File: src/mmu_ctl_pkg.sv
package mmu_ctl_pkg;

  // widths and counts
  localparam int XLEN      = 32;
  localparam int SEG_COUNT = 16;
  localparam int SEG_SEL_W = 4;
  localparam int SPR_W     = 5;
  localparam int BAT_COUNT = 16;

  // segment selection field of the index register, big-endian bits 0-3
  localparam int SEL_MSB   = 31;
  localparam int SEL_LSB   = 28;
  // big-endian bit 0 of a segment descriptor selects its format
  localparam int SEG_T_BIT = 31;

  // special register select: 0..7 instruction block pairs, 8..15 data pairs
  localparam logic [SPR_W-1:0] SPR_BAT_LAST = 5'h0F;
  localparam logic [SPR_W-1:0] SPR_PT_BASE  = 5'h10;

  // reset values
  localparam logic [XLEN-1:0] SEG_RESET = 32'h0000_0000;
  localparam logic [XLEN-1:0] BAT_RESET = 32'h0000_0000;
  localparam logic [XLEN-1:0] PTB_RESET = 32'h0000_0000;

  // memory attribute bits for real addressing, and the value used for translated accesses
  localparam logic [3:0] ATTR_REAL_DATA     = 4'h3;
  localparam logic [3:0] ATTR_REAL_INSTR_CO = 4'h3;
  localparam logic [3:0] ATTR_REAL_INSTR_NC = 4'h1;
  localparam logic [3:0] ATTR_TRANSLATED    = 4'h0;

  typedef enum logic [3:0] {
    op_none,
    op_mtsr,
    op_mtsrin,
    op_mfsr,
    op_mfsrin,
    op_mtspr,
    op_mfspr,
    op_tlbia,
    op_tlbie,
    op_tlbsync,
    op_ext_ctl
  } mmu_op_t;

endpackage

File: src/seg_reg_file.sv
module seg_reg_file
  import mmu_ctl_pkg::*;
#(
  parameter int DEPTH = SEG_COUNT,
  parameter int WIDTH = XLEN
) (
  // clock and reset
  input  wire logic                     i_clk_sys,
  input  wire logic                     i_reset_n,
  // write port
  input  wire logic                     i_wr_en,
  input  wire logic [$clog2(DEPTH)-1:0] i_wr_sel,
  input  wire logic [WIDTH-1:0]         i_wr_data,
  // read port, data one cycle after i_rd_en
  input  wire logic                     i_rd_en,
  input  wire logic [$clog2(DEPTH)-1:0] i_rd_sel,
  output logic      [WIDTH-1:0]         o_rd_data
);

  if (DEPTH < 2) begin : g_bad_depth
    $error("seg_reg_file: DEPTH must be at least 2");
  end

  logic [WIDTH-1:0] mem_reg [DEPTH];
  logic [WIDTH-1:0] rd_next;

  always_comb begin
    rd_next = o_rd_data;
    if (i_rd_en) begin
      rd_next = mem_reg[i_rd_sel];
    end
  end

  always_ff @(posedge i_clk_sys or negedge i_reset_n) begin
    if (!i_reset_n) begin
      o_rd_data <= '0;
      for (int k = 0; k < DEPTH; k++) begin
        mem_reg[k] <= SEG_RESET;
      end
    end else begin
      o_rd_data <= rd_next;
      if (i_wr_en) begin
        mem_reg[i_wr_sel] <= i_wr_data;
      end
    end
  end

endmodule

File: src/tlb_valid_array.sv
module tlb_valid_array #(
  parameter int ENTRIES = 16,
  parameter int AW      = 32,
  parameter int PAGE_W  = 12
) (
  // clock and reset
  input  wire logic          i_clk_sys,
  input  wire logic          i_reset_n,
  // fill from the table walker
  input  wire logic          i_fill,
  input  wire logic [AW-1:0] i_fill_ea,
  // local and peer single invalidations, whole flush
  input  wire logic          i_inval_a,
  input  wire logic [AW-1:0] i_inval_a_ea,
  input  wire logic          i_inval_b,
  input  wire logic [AW-1:0] i_inval_b_ea,
  input  wire logic          i_class_purge,
  input  wire logic          i_inval_all,
  // lookup, hit one cycle later
  input  wire logic [AW-1:0] i_lookup_ea,
  output logic               o_hit
);

  localparam int IW = $clog2(ENTRIES);
  localparam int TW = AW - PAGE_W - IW;

  if (TW < 1 || ENTRIES < 2) begin : g_bad_geom
    $error("tlb_valid_array: geometry leaves no tag");
  end

  logic [ENTRIES-1:0] valid_reg;
  logic [ENTRIES-1:0] valid_next;
  logic [TW-1:0]      tag_reg  [ENTRIES];
  logic [TW-1:0]      tag_next [ENTRIES];
  logic               hit_next;

  function automatic logic [IW-1:0] idx(input logic [AW-1:0] ea);
    return ea[PAGE_W +: IW];
  endfunction

  function automatic logic [TW-1:0] tag(input logic [AW-1:0] ea);
    return ea[AW-1 -: TW];
  endfunction

  always_comb begin
    valid_next = valid_reg;
    tag_next   = tag_reg;
    if (i_fill) begin
      valid_next[idx(i_fill_ea)] = 1'b1;
      tag_next[idx(i_fill_ea)]   = tag(i_fill_ea);
    end
    // invalidation wins over a same-cycle fill of the entry when the stored tag matches or a class purge is set
    for (int k = 0; k < ENTRIES; k++) begin
      if (i_inval_a && idx(i_inval_a_ea) == k[IW-1:0]
          && (i_class_purge || tag_reg[k] == tag(i_inval_a_ea))) begin
        valid_next[k] = 1'b0;
      end
      if (i_inval_b && idx(i_inval_b_ea) == k[IW-1:0]
          && (i_class_purge || tag_reg[k] == tag(i_inval_b_ea))) begin
        valid_next[k] = 1'b0;
      end
    end
    if (i_inval_all) begin
      valid_next = '0;
    end
    hit_next = valid_reg[idx(i_lookup_ea)]
               && tag_reg[idx(i_lookup_ea)] == tag(i_lookup_ea);
  end

  always_ff @(posedge i_clk_sys or negedge i_reset_n) begin
    if (!i_reset_n) begin
      valid_reg <= '0;
      o_hit     <= 1'b0;
      for (int k = 0; k < ENTRIES; k++) begin
        tag_reg[k] <= '0;
      end
    end else begin
      valid_reg <= valid_next;
      tag_reg   <= tag_next;
      o_hit     <= hit_next;
    end
  end

endmodule

File: src/mmu_control.sv
// Functional notes
// RULE_01 - segment move-to writes direct or indirect register
// RULE_02 - segment move-from reads direct or indirect register
// RULE_03 - invalidate-all clears every entry, local only
// RULE_04 - invalidate-entry clears hit entry on all processors
// RULE_05 - synchronize waits for own invalidations everywhere
// RULE_06 - provide single-entry and whole-TLB invalidation
// RULE_07 - invalidate-entry may purge whole congruence class
// RULE_08 - invalidations may signal peers in hardware
// RULE_09 - unimplemented optional op: no-op or illegal
// RULE_10 - MMU registers reachable by supervisor only
// RULE_11 - sixteen 32-bit segment registers, bit 0 format
// RULE_12 - sixteen 32-bit block translation registers
// RULE_13 - 32-bit page table base register
// RULE_14 - translation off: effective address is physical
// RULE_15 - surplus high address bits may be dropped
// RULE_16 - real mode skips protection and history recording
// RULE_17 - real-mode data attributes are 0b0011
// RULE_18 - real-mode fetch attributes 0b0001 or 0b0011
// RULE_19 - any exception clears both translation enables
// RULE_20 - external-control ops undefined with data translation off
// RULE_21 - each enable governs its own access type
// RULE_22 - invalidations never touch block translation registers
module mmu_control
#(
  parameter int         PA_WIDTH       = 32,
  parameter int         TLB_ENTRIES    = 16,
  parameter int         PAGE_W         = 12,
  parameter logic       TLBIA_PRESENT  = 1'b1,
  parameter logic       UNIMPL_ILLEGAL = 1'b1,
  parameter logic       CLASS_PURGE    = 1'b0,
  parameter logic       INSTR_COHERENT = 1'b1
) (
  // clock and reset
  input  wire logic                                i_clk_sys,
  input  wire logic                                i_reset_n,
  // instruction issue from the pipeline
  input  wire logic                                i_op_valid,
  input  wire mmu_ctl_pkg::mmu_op_t                i_op,
  input  wire logic                                i_supervisor,
  input  wire logic [mmu_ctl_pkg::SEG_SEL_W-1:0]   i_seg_field,
  input  wire logic [mmu_ctl_pkg::SPR_W-1:0]       i_spr_index,
  input  wire logic [mmu_ctl_pkg::XLEN-1:0]        i_source_gpr,
  input  wire logic [mmu_ctl_pkg::XLEN-1:0]        i_index_gpr,
  output logic                                     o_op_ready,
  output logic                                     o_op_done,
  output logic      [mmu_ctl_pkg::XLEN-1:0]        o_result,
  output logic                                     o_seg_direct_store,
  output logic                                     o_illegal,
  output logic                                     o_priv_fault,
  output logic                                     o_ext_ctl_undefined,
  // machine state translation enables
  input  wire logic                                i_msr_write,
  input  wire logic                                i_instr_translate_enable,
  input  wire logic                                i_data_translate_enable,
  input  wire logic                                i_exception,
  output logic                                     o_instr_translate_enable,
  output logic                                     o_data_translate_enable,
  // TLB fill and lookup
  input  wire logic                                i_tlb_fill,
  input  wire logic [mmu_ctl_pkg::XLEN-1:0]        i_tlb_fill_ea,
  input  wire logic [mmu_ctl_pkg::XLEN-1:0]        i_tlb_lookup_ea,
  output logic                                     o_tlb_hit,
  // invalidation signalling to and from peers
  output logic                                     o_inval_req,
  output logic      [mmu_ctl_pkg::XLEN-1:0]        o_inval_ea,
  input  wire logic                                i_inval_ack,
  input  wire logic                                i_peer_inval,
  input  wire logic [mmu_ctl_pkg::XLEN-1:0]        i_peer_inval_ea,
  // instruction fetch address path
  input  wire logic                                i_fetch_valid,
  input  wire logic [mmu_ctl_pkg::XLEN-1:0]        i_fetch_ea,
  output logic                                     o_fetch_real,
  output logic      [PA_WIDTH-1:0]                 o_fetch_pa,
  output logic      [3:0]                          o_fetch_attr,
  // data access address path
  input  wire logic                                i_data_valid,
  input  wire logic [mmu_ctl_pkg::XLEN-1:0]        i_data_ea,
  output logic                                     o_data_real,
  output logic      [PA_WIDTH-1:0]                 o_data_pa,
  output logic      [3:0]                          o_data_attr,
  // page table base contents for the translator
  output logic      [mmu_ctl_pkg::XLEN-1:0]        o_page_table_base
);

  import mmu_ctl_pkg::*;

  if (PA_WIDTH < 1 || PA_WIDTH > XLEN) begin : g_bad_pa
    $error("mmu_control: PA_WIDTH out of range");
  end

  ////////////////////////////////////////////////////////////////////////////
  // control state
  typedef enum {st_idle, st_read, st_sync} ctl_state_t;
  ctl_state_t       state_reg,   state_next;
  logic             done_reg,    done_next,    illegal_reg, illegal_next;
  logic             priv_reg,    priv_next,    ext_reg,     ext_next;
  logic             tbit_reg,    tbit_next,    pend_reg,    pend_next;
  logic [XLEN-1:0]  result_reg,  result_next;
  logic [XLEN-1:0]  pend_ea_reg, pend_ea_next;
  logic [XLEN-1:0]  instr_block_xlate_reg [BAT_COUNT/2];
  logic [XLEN-1:0]  data_block_xlate_reg  [BAT_COUNT/2];
  logic [XLEN-1:0]  iblk_next [BAT_COUNT/2];
  logic [XLEN-1:0]  dblk_next [BAT_COUNT/2];
  logic [XLEN-1:0]  page_table_base_reg, ptb_next;

  logic                 take, seg_op, spr_op, seg_we, seg_re;
  logic                 inval_local, inval_all, spr_is_bat;
  logic [SEG_SEL_W-1:0] seg_sel;
  logic [XLEN-1:0]      seg_rd_data;
  logic [2:0]           bat_slot;

  // a second invalidate waits until peers acknowledged the first
  assign o_op_ready = (state_reg == st_idle) && !(pend_reg && i_op == op_tlbie);
  assign take       = i_op_valid && o_op_ready;
  assign seg_op     = i_op inside {op_mtsr, op_mtsrin, op_mfsr, op_mfsrin};
  assign spr_op     = i_op inside {op_mtspr, op_mfspr};
  assign seg_sel    = (i_op == op_mtsrin || i_op == op_mfsrin)
                      ? i_index_gpr[SEL_MSB:SEL_LSB] : i_seg_field; // RULE_01 RULE_02
  assign seg_we     = take && i_supervisor
                      && (i_op == op_mtsr || i_op == op_mtsrin); // RULE_01 RULE_10
  assign seg_re     = take && i_supervisor
                      && (i_op == op_mfsr || i_op == op_mfsrin); // RULE_02 RULE_10
  assign inval_local = take && i_op == op_tlbie; // RULE_04 RULE_06
  assign inval_all   = take && i_op == op_tlbia && TLBIA_PRESENT; // RULE_03 RULE_06
  assign spr_is_bat  = i_spr_index <= SPR_BAT_LAST;
  assign bat_slot    = i_spr_index[2:0];

  always_comb begin
    state_next   = state_reg;
    done_next    = 1'b0;
    result_next  = result_reg;
    tbit_next    = tbit_reg;
    illegal_next = 1'b0;
    priv_next    = 1'b0;
    ext_next     = 1'b0;
    pend_next    = pend_reg;
    pend_ea_next = pend_ea_reg;
    iblk_next    = instr_block_xlate_reg;
    dblk_next    = data_block_xlate_reg;
    ptb_next     = page_table_base_reg;
    if (pend_reg && i_inval_ack) begin
      pend_next = 1'b0;
    end
    case (state_reg)
      st_idle: begin
        if (take) begin
          done_next = 1'b1;
          if ((seg_op || spr_op) && !i_supervisor) begin
            priv_next = 1'b1; // RULE_10
          end else if (seg_re) begin
            done_next  = 1'b0;
            state_next = st_read;
          end else if (spr_op && !spr_is_bat && i_spr_index != SPR_PT_BASE) begin
            illegal_next = 1'b1;
          end else if (i_op == op_mtspr) begin
            if (!spr_is_bat) begin
              ptb_next = i_source_gpr; // RULE_13
            end else if (i_spr_index[3]) begin
              dblk_next[bat_slot] = i_source_gpr; // RULE_12
            end else begin
              iblk_next[bat_slot] = i_source_gpr; // RULE_12
            end
          end else if (i_op == op_mfspr) begin
            result_next = !spr_is_bat ? page_table_base_reg
                          : i_spr_index[3] ? data_block_xlate_reg[bat_slot]
                          : instr_block_xlate_reg[bat_slot];
          end else if (i_op == op_tlbia && !TLBIA_PRESENT) begin
            illegal_next = UNIMPL_ILLEGAL; // RULE_09
          end else if (i_op == op_tlbie) begin
            pend_next    = 1'b1; // RULE_08 RULE_04
            pend_ea_next = i_index_gpr;
          end else if (i_op == op_tlbsync) begin
            done_next  = 1'b0;
            state_next = st_sync;
          end else if (i_op == op_ext_ctl) begin
            ext_next = !o_data_translate_enable; // RULE_20
          end
        end
      end
      st_read: begin
        result_next = seg_rd_data; // RULE_02
        tbit_next   = seg_rd_data[SEG_T_BIT]; // RULE_11
        done_next   = 1'b1;
        state_next  = st_idle;
      end
      st_sync: begin
        // completes only once no invalidation is still out at the peers
        if (!pend_reg || i_inval_ack) begin
          done_next  = 1'b1; // RULE_05
          state_next = st_idle;
        end
      end
      default: begin
        state_next = st_idle;
      end
    endcase
  end

  always_ff @(posedge i_clk_sys or negedge i_reset_n) begin
    if (!i_reset_n) begin
      state_reg           <= st_idle;
      done_reg            <= 1'b0;
      result_reg          <= '0;
      tbit_reg            <= 1'b0;
      illegal_reg         <= 1'b0;
      priv_reg            <= 1'b0;
      ext_reg             <= 1'b0;
      pend_reg            <= 1'b0;
      pend_ea_reg         <= '0;
      page_table_base_reg <= PTB_RESET;
      for (int k = 0; k < BAT_COUNT/2; k++) begin
        instr_block_xlate_reg[k] <= BAT_RESET;
        data_block_xlate_reg[k]  <= BAT_RESET;
      end
    end else begin
      state_reg             <= state_next;
      done_reg              <= done_next;
      result_reg            <= result_next;
      tbit_reg              <= tbit_next;
      illegal_reg           <= illegal_next;
      priv_reg              <= priv_next;
      ext_reg               <= ext_next;
      pend_reg              <= pend_next;
      pend_ea_reg           <= pend_ea_next;
      page_table_base_reg   <= ptb_next;
      instr_block_xlate_reg <= iblk_next;
      data_block_xlate_reg  <= dblk_next;
    end
  end

  assign o_op_done           = done_reg;
  assign o_result            = result_reg;
  assign o_seg_direct_store  = tbit_reg;
  assign o_illegal           = illegal_reg;
  assign o_priv_fault        = priv_reg;
  assign o_ext_ctl_undefined = ext_reg;
  assign o_inval_req         = pend_reg; // RULE_08
  assign o_inval_ea          = pend_ea_reg;
  assign o_page_table_base   = page_table_base_reg;

  ////////////////////////////////////////////////////////////////////////////
  // segment registers and TLB valid array
  seg_reg_file #(
    .DEPTH (SEG_COUNT),
    .WIDTH (XLEN)
  ) u_segment_descriptor_reg (
    .i_clk_sys (i_clk_sys),
    .i_reset_n (i_reset_n),
    .i_wr_en   (seg_we),
    .i_wr_sel  (seg_sel),
    .i_wr_data (i_source_gpr),
    .i_rd_en   (seg_re),
    .i_rd_sel  (seg_sel),
    .o_rd_data (seg_rd_data)
  ); // RULE_11

  // block registers live outside this array, so no flush reaches them
  tlb_valid_array #(
    .ENTRIES (TLB_ENTRIES),
    .AW      (XLEN),
    .PAGE_W  (PAGE_W)
  ) u_tlb (
    .i_clk_sys     (i_clk_sys),
    .i_reset_n     (i_reset_n),
    .i_fill        (i_tlb_fill),
    .i_fill_ea     (i_tlb_fill_ea),
    .i_inval_a     (inval_local),
    .i_inval_a_ea  (i_index_gpr),
    .i_inval_b     (i_peer_inval),
    .i_inval_b_ea  (i_peer_inval_ea),
    .i_class_purge (CLASS_PURGE),
    .i_inval_all   (inval_all),
    .i_lookup_ea   (i_tlb_lookup_ea),
    .o_hit         (o_tlb_hit)
  ); // RULE_03 RULE_04 RULE_07 RULE_22

  ////////////////////////////////////////////////////////////////////////////
  // translation enables and real addressing
  logic                ir_reg,     ir_next,     dr_reg,     dr_next;
  logic                f_real_reg, f_real_next, d_real_reg, d_real_next;
  logic [PA_WIDTH-1:0] f_pa_reg,   f_pa_next,   d_pa_reg,   d_pa_next;
  logic [3:0]          f_attr_reg, f_attr_next, d_attr_reg, d_attr_next;

  always_comb begin
    ir_next = ir_reg;
    dr_next = dr_reg;
    if (i_msr_write) begin
      ir_next = i_instr_translate_enable;
      dr_next = i_data_translate_enable;
    end
    // exception entry overrides a same-cycle state write
    if (i_exception) begin
      ir_next = 1'b0; // RULE_19
      dr_next = 1'b0; // RULE_19
    end
    f_real_next = i_fetch_valid && !ir_reg; // RULE_21 RULE_16
    d_real_next = i_data_valid && !dr_reg; // RULE_21 RULE_16
    f_pa_next   = i_fetch_ea[PA_WIDTH-1:0]; // RULE_14 RULE_15
    d_pa_next   = i_data_ea[PA_WIDTH-1:0]; // RULE_14 RULE_15
    f_attr_next = !ir_reg ? (INSTR_COHERENT ? ATTR_REAL_INSTR_CO : ATTR_REAL_INSTR_NC)
                          : ATTR_TRANSLATED; // RULE_18
    d_attr_next = !dr_reg ? ATTR_REAL_DATA : ATTR_TRANSLATED; // RULE_17
  end

  always_ff @(posedge i_clk_sys or negedge i_reset_n) begin
    if (!i_reset_n) begin
      ir_reg     <= 1'b0; // RULE_19
      dr_reg     <= 1'b0;
      f_real_reg <= 1'b0;
      d_real_reg <= 1'b0;
      f_pa_reg   <= '0;
      d_pa_reg   <= '0;
      f_attr_reg <= ATTR_TRANSLATED;
      d_attr_reg <= ATTR_TRANSLATED;
    end else begin
      ir_reg     <= ir_next;
      dr_reg     <= dr_next;
      f_real_reg <= f_real_next;
      d_real_reg <= d_real_next;
      f_pa_reg   <= f_pa_next;
      d_pa_reg   <= d_pa_next;
      f_attr_reg <= f_attr_next;
      d_attr_reg <= d_attr_next;
    end
  end

  assign o_instr_translate_enable = ir_reg;
  assign o_data_translate_enable  = dr_reg;
  assign o_fetch_real = f_real_reg;
  assign o_fetch_pa   = f_pa_reg;
  assign o_fetch_attr = f_attr_reg;
  assign o_data_real  = d_real_reg;
  assign o_data_pa    = d_pa_reg;
  assign o_data_attr  = d_attr_reg;

endmodule

File: config.mk
export PLATFORM = sky130hd
export DESIGN_NAME = mmu_control
export DESIGN_NICKNAME = d
export VERILOG_FILES = /design/src/mmu_ctl_pkg.sv /design/src/seg_reg_file.sv /design/src/tlb_valid_array.sv /design/src/mmu_control.sv
export SDC_FILE = /design/constraint.sdc
export NUM_CORES = 2
export LEC_CHECK = 0
export BUFFER_PORTS_ARGS = -buffer_cell sky130_fd_sc_hd__clkbuf_2
export CORE_MARGIN = 2
export CORE_UTILIZATION = 55
export CTS_CLUSTER_SIZE = 40
export DETAILED_ROUTE_END_ITERATION = 6
export GPL_TIMING_DRIVEN = 1
export PLACE_DENSITY_LB_ADDON = 0.15
export SYNTH_ARGS = -nofsm -noshare
export SYNTH_HDL_FRONTEND = slang
export SYNTH_SLANG_ARGS = --single-unit
File: constraint.sdc
create_clock -name i_clk_sys -period 7.47 [get_ports i_clk_sys]
set_input_delay 1.494 -clock i_clk_sys [delete_from_list [all_inputs] [get_ports i_clk_sys]]
set_output_delay 1.494 -clock i_clk_sys [all_outputs]
set_load 0.01 [all_outputs]
==> impl_results.rst <==
.. list-table::
   :header-rows: 1

   * - Metric
     - Value
   * - Hold WC Path Type
     - reg2reg
   * - Startpoint of the worst-slack reg-to-reg timing path
     - state_reg[0]$_DFFE_PN0P_
   * - Nature of the critical path endpoint
     - flop
   * - Most common cell in the netlist
     - sky130_fd_sc_hd__dfrtp_1
   * - Worst-Skew Late Latency
     - just over 0.8 ns
   * - Std cell rows
     - roughly 130
   * - Min Clock Period, post-route
     - 4.78 ns
   * - Crit path arrival time
     - 5.45 ns
   * - Maximum number of pins on one net before global-route repair
     - 172
   * - Sequential cell area fraction in the yosys report
     - 51.5%
   * - Buffer levels on the longest clock path
     - 3
   * - Required time worst endpoint
     - 8.13 ns
   * - Final setup violation count
     - 0
   * - Worst-Margin Slew
     - 1.31 ns
   * - Synth cell count leaders
     - sky130_fd_sc_hd__dfrtp_1, sky130_fd_sc_hd__mux2_2, sky130_fd_sc_hd__clkbuf_1, sky130_fd_sc_hd__xor2_1, sky130_fd_sc_hd__a21oi_1
   * - Total power after layout
     - roughly 21 mW
   * - Hold endpoint
     - o_inval_ea[27]$_DFFE_PN0P_
   * - Number of distinct standard cells referenced by the synthesized netlist
     - 74
   * - DRT iter0 DRCs
     - 5822
   * - Clk sink count
     - roughly 1500
   * - Total of max-cap violations
     - 0
   * - Vias
     - 51200
   * - Core region area
     - 132000 um2
   * - Flip-flop count of the largest register, all copies and words added
     - 512
   * - Wire length of the first global-routing pass
     - 350000 um
   * - Relative area change from synthesis to final layout
     - 11.7%
   * - Total clock buffers created by CTS
     - 162
   * - Total negative slack for setup checks
     - 0 ns
   * - Number of levels in the clock H-tree
     - 4
   * - CTS clock-pin slew for the worst setup and hold paths
     - roughly 0.06 ns
   * - Die area
     - 136000 um2
   * - Total Routed Length
     - approximately 240000 um
   * - Final-stage net count
     - between 6000 and 7000
   * - Number of register bits inferred by synthesis
     - 1503
   * - Async S/R FF share, synth
     - 100%
   * - Worst-path maximum fanout
     - 23
   * - Leak pwr
     - 37.9 nW
   * - Worst vdd rail ir drop
     - 260 uV
   * - Num ports
     - 430
   * - Synth top area share
     - about half
   * - Detailed-routing iteration count for the pre-antenna-repair pass
     - 5
   * - Vias in the first global route
     - between 50000 and 60000
   * - Type of element launching the critical path
     - input pin
   * - Share of final-layout standard cells stronger than drive strength 1
     - 34.9%
   * - Post-cts sizing count
     - 0
   * - WHS Path Cells
     - 2
   * - DRT antenna net count
     - 0
   * - Setup slack on the worst flop-to-flop path
     - between 3 and 4 ns
   * - Post-detailed-placement half-perimeter wirelength
     - 148000 um
   * - Starting utilization of the core area
     - 55.5%
   * - Tcrit/Tclk final
     - 64.1%
   * - Most common flop cell mapped by yosys
     - sky130_fd_sc_hd__dfrtp_1
   * - Count of cells along the worst register-to-register path
     - 5
   * - Max transition margin
     - 12.5%
   * - Combined area of all synthesized cells
     - 73100 um2
   * - Hold buffers post-CTS
     - 0
   * - Largest cells by area after synthesis
     - sky130_fd_sc_hd__dfrtp_1, sky130_fd_sc_hd__mux2_2, sky130_fd_sc_hd__mux4_2
   * - Antenna violations before repair
     - 7
   * - Port Buffer Count
     - 389
   * - RSZ-0062 raised after global routing
     - false
   * - Number of flops mapped to enable cells by yosys
     - 0
   * - Post-CTS setup repair buffer count
     - 0
   * - GPL Wtd Cong
     - about 1
   * - Global-route congestion overflow total
     - 0
   * - Cell taking the most area after synthesis
     - sky130_fd_sc_hd__dfrtp_1
   * - Via density per instance
     - 6.58
   * - Remaining routing DRC violations
     - 0
   * - Outcome
     - finished, final reports clean
   * - Highest attainable clock frequency
     - 209 MHz
   * - Global-route total usage across every layer
     - around a third
   * - Total count of hold-check failures in the final report
     - 0
   * - Count of synthesis-stage warnings from yosys
     - 0
   * - Start-to-end type of the worst setup path
     - in2reg
   * - Count of final max-slew check failures
     - 0
   * - Cell Pwr Density
     - ~260 nW/um2
   * - Hold wc startpoint
     - o_inval_ea[27]$_DFFE_PN0P_
   * - Average instance area after synthesis
     - 12.7 um2
   * - Detailed-route wire length per cell
     - 30.6 um
   * - Worst Setup Slack post-DPL
     - 1.98 ns
   * - Post-route setup slack
     - approximately 2.7 ns
   * - TritonCTS clock tree
     - yes
   * - Clock tree root driver cell
     - sky130_fd_sc_hd__clkbuf_16
   * - Gate count of the mapped netlist
     - 5752
   * - Width of the die
     - 369 um
   * - Final clock skew
     - 0.0585 ns
   * - Die span in y
     - 369 um
   * - Capturing point of the worst reg2reg path
     - data_block_xlate_reg[158]$_DFFE_PN0P_
cells by family after synthesis:
| logic type | synth area share (%) |
|---|---|
| AOI/OAI and AO/OA | 6.30 |
| xor gates and xnor gates | 6.27 |
| buffers and inverters | 3.50 |
| DFF | 51.5 |
| muxes | 26.6 |
| other | 0.00513 |
| and+or+nand+nor | 5.87 |
metrics by stage:
| stage | instances | cell area, um2 | hold slack, ns | util (%) |
|---|---|---|---|---|
| 4_1_cts | 7774 | 81600 | 0.482 | 62.0 |
| 3_3_place_gp | 7489 | 76200 | 0.463 | 57.9 |
| 2_1_floorplan | 5755 | 73100 | 0.452 | - |
| 5_1_grt | 7774 | 81600 | 0.495 | 62.0 |
| 6_report | 7775 | 81600 | 0.480 | 62.0 |
| 3_5_place_dp | 7489 | 76200 | 0.469 | 57.9 |
worst max-delay path by stage:
stage	slack [ns]	to	start	cells after the start
after floorplan	3.82	u_segment_descriptor_reg.o_rd_data[30]$_DFFE_PN0P_	i_op[1]	9
after global placement	2.08	u_segment_descriptor_reg.mem_reg[175]$_DFFE_PN0P_	i_op[2]	8
after detailed placement	1.98	u_segment_descriptor_reg.mem_reg[175]$_DFFE_PN0P_	i_op[2]	8
after CTS	2.82	u_segment_descriptor_reg.mem_reg[175]$_DFFE_PN0P_	i_op[2]	8
after global routing	2.50	u_segment_descriptor_reg.mem_reg[175]$_DFFE_PN0P_	i_op[2]	8
final	2.69	u_segment_descriptor_reg.mem_reg[175]$_DFFE_PN0P_	i_op[2]	8
metal layers:
metal  share of wire (%)  track usage (%)  up-vias
met3                  10             9.09      481
met5               0.022                0        -
met1                  42             50.7    26900
li1                    -                -    21100
met4                 3.1             10.2        8
met2                  44             52.1     2661
cell type report:
type / instances / area, um2
well taps: 1755 / 2200
multi-input cells: 3690 / 33200
inverters: 22 / 82.6
clock buffers: 250 / 4870
diodes: 1 / 2.50
flip-flops and latches: 1503 / 37600
clock inverters: 35 / 556
repair buffers: 519 / 3070
fillers: 10400 / 50000
cell usage in the layout, fill, tap and decap left out, drive strengths merged, types with 7 or more instances in the layout:
cell | netlist | final
a22oi | 94 | 94
clkbuf | 361 | 633
nor2 | 147 | 147
nor3 | 29 | 29
clkinv | 1 | 25
o2111ai | 8 | 8
o22ai | 19 | 19
dfrtp | 1503 | 1503
mux2 | 1368 | 1368
xor2 | 317 | 317
nand4 | 80 | 80
o31ai | 21 | 21
nand2b | 23 | 23
a211oi | 14 | 14
buf | 179 | 136
nand3 | 180 | 180
nand2 | 153 | 153
bufinv | 0 | 8
o211ai | 23 | 23
xnor2 | 206 | 206
a31oi | 38 | 38
a22o | 33 | 33
a21oi | 260 | 260
mux2i | 67 | 67
a221oi | 24 | 24
nor3b | 7 | 7
o21ai | 173 | 173
nand3b | 8 | 8
and3 | 23 | 23
inv | 21 | 24
mux4 | 149 | 149
nor2b | 27 | 27
nor4 | 127 | 127
power breakdown:
part	internal (mW)	leakage [nW]	switching, mW
combinational	1.33	15.1	1.57
clock	4.77	2.66	3.40
sequential	8.82	20.1	0.962
worst max-delay path, cell delays in order:
cell                       delay (ns)
sky130_fd_sc_hd__clkbuf_2        0.28
sky130_fd_sc_hd__xor2_1          0.75
sky130_fd_sc_hd__nand3_1         0.39
sky130_fd_sc_hd__nand2_4         0.42
sky130_fd_sc_hd__nand3_1         0.36
sky130_fd_sc_hd__nor2_4          0.88
sky130_fd_sc_hd__buf_4           0.45
sky130_fd_sc_hd__mux2_2          0.38
Power figures use the tool's default switching activity.
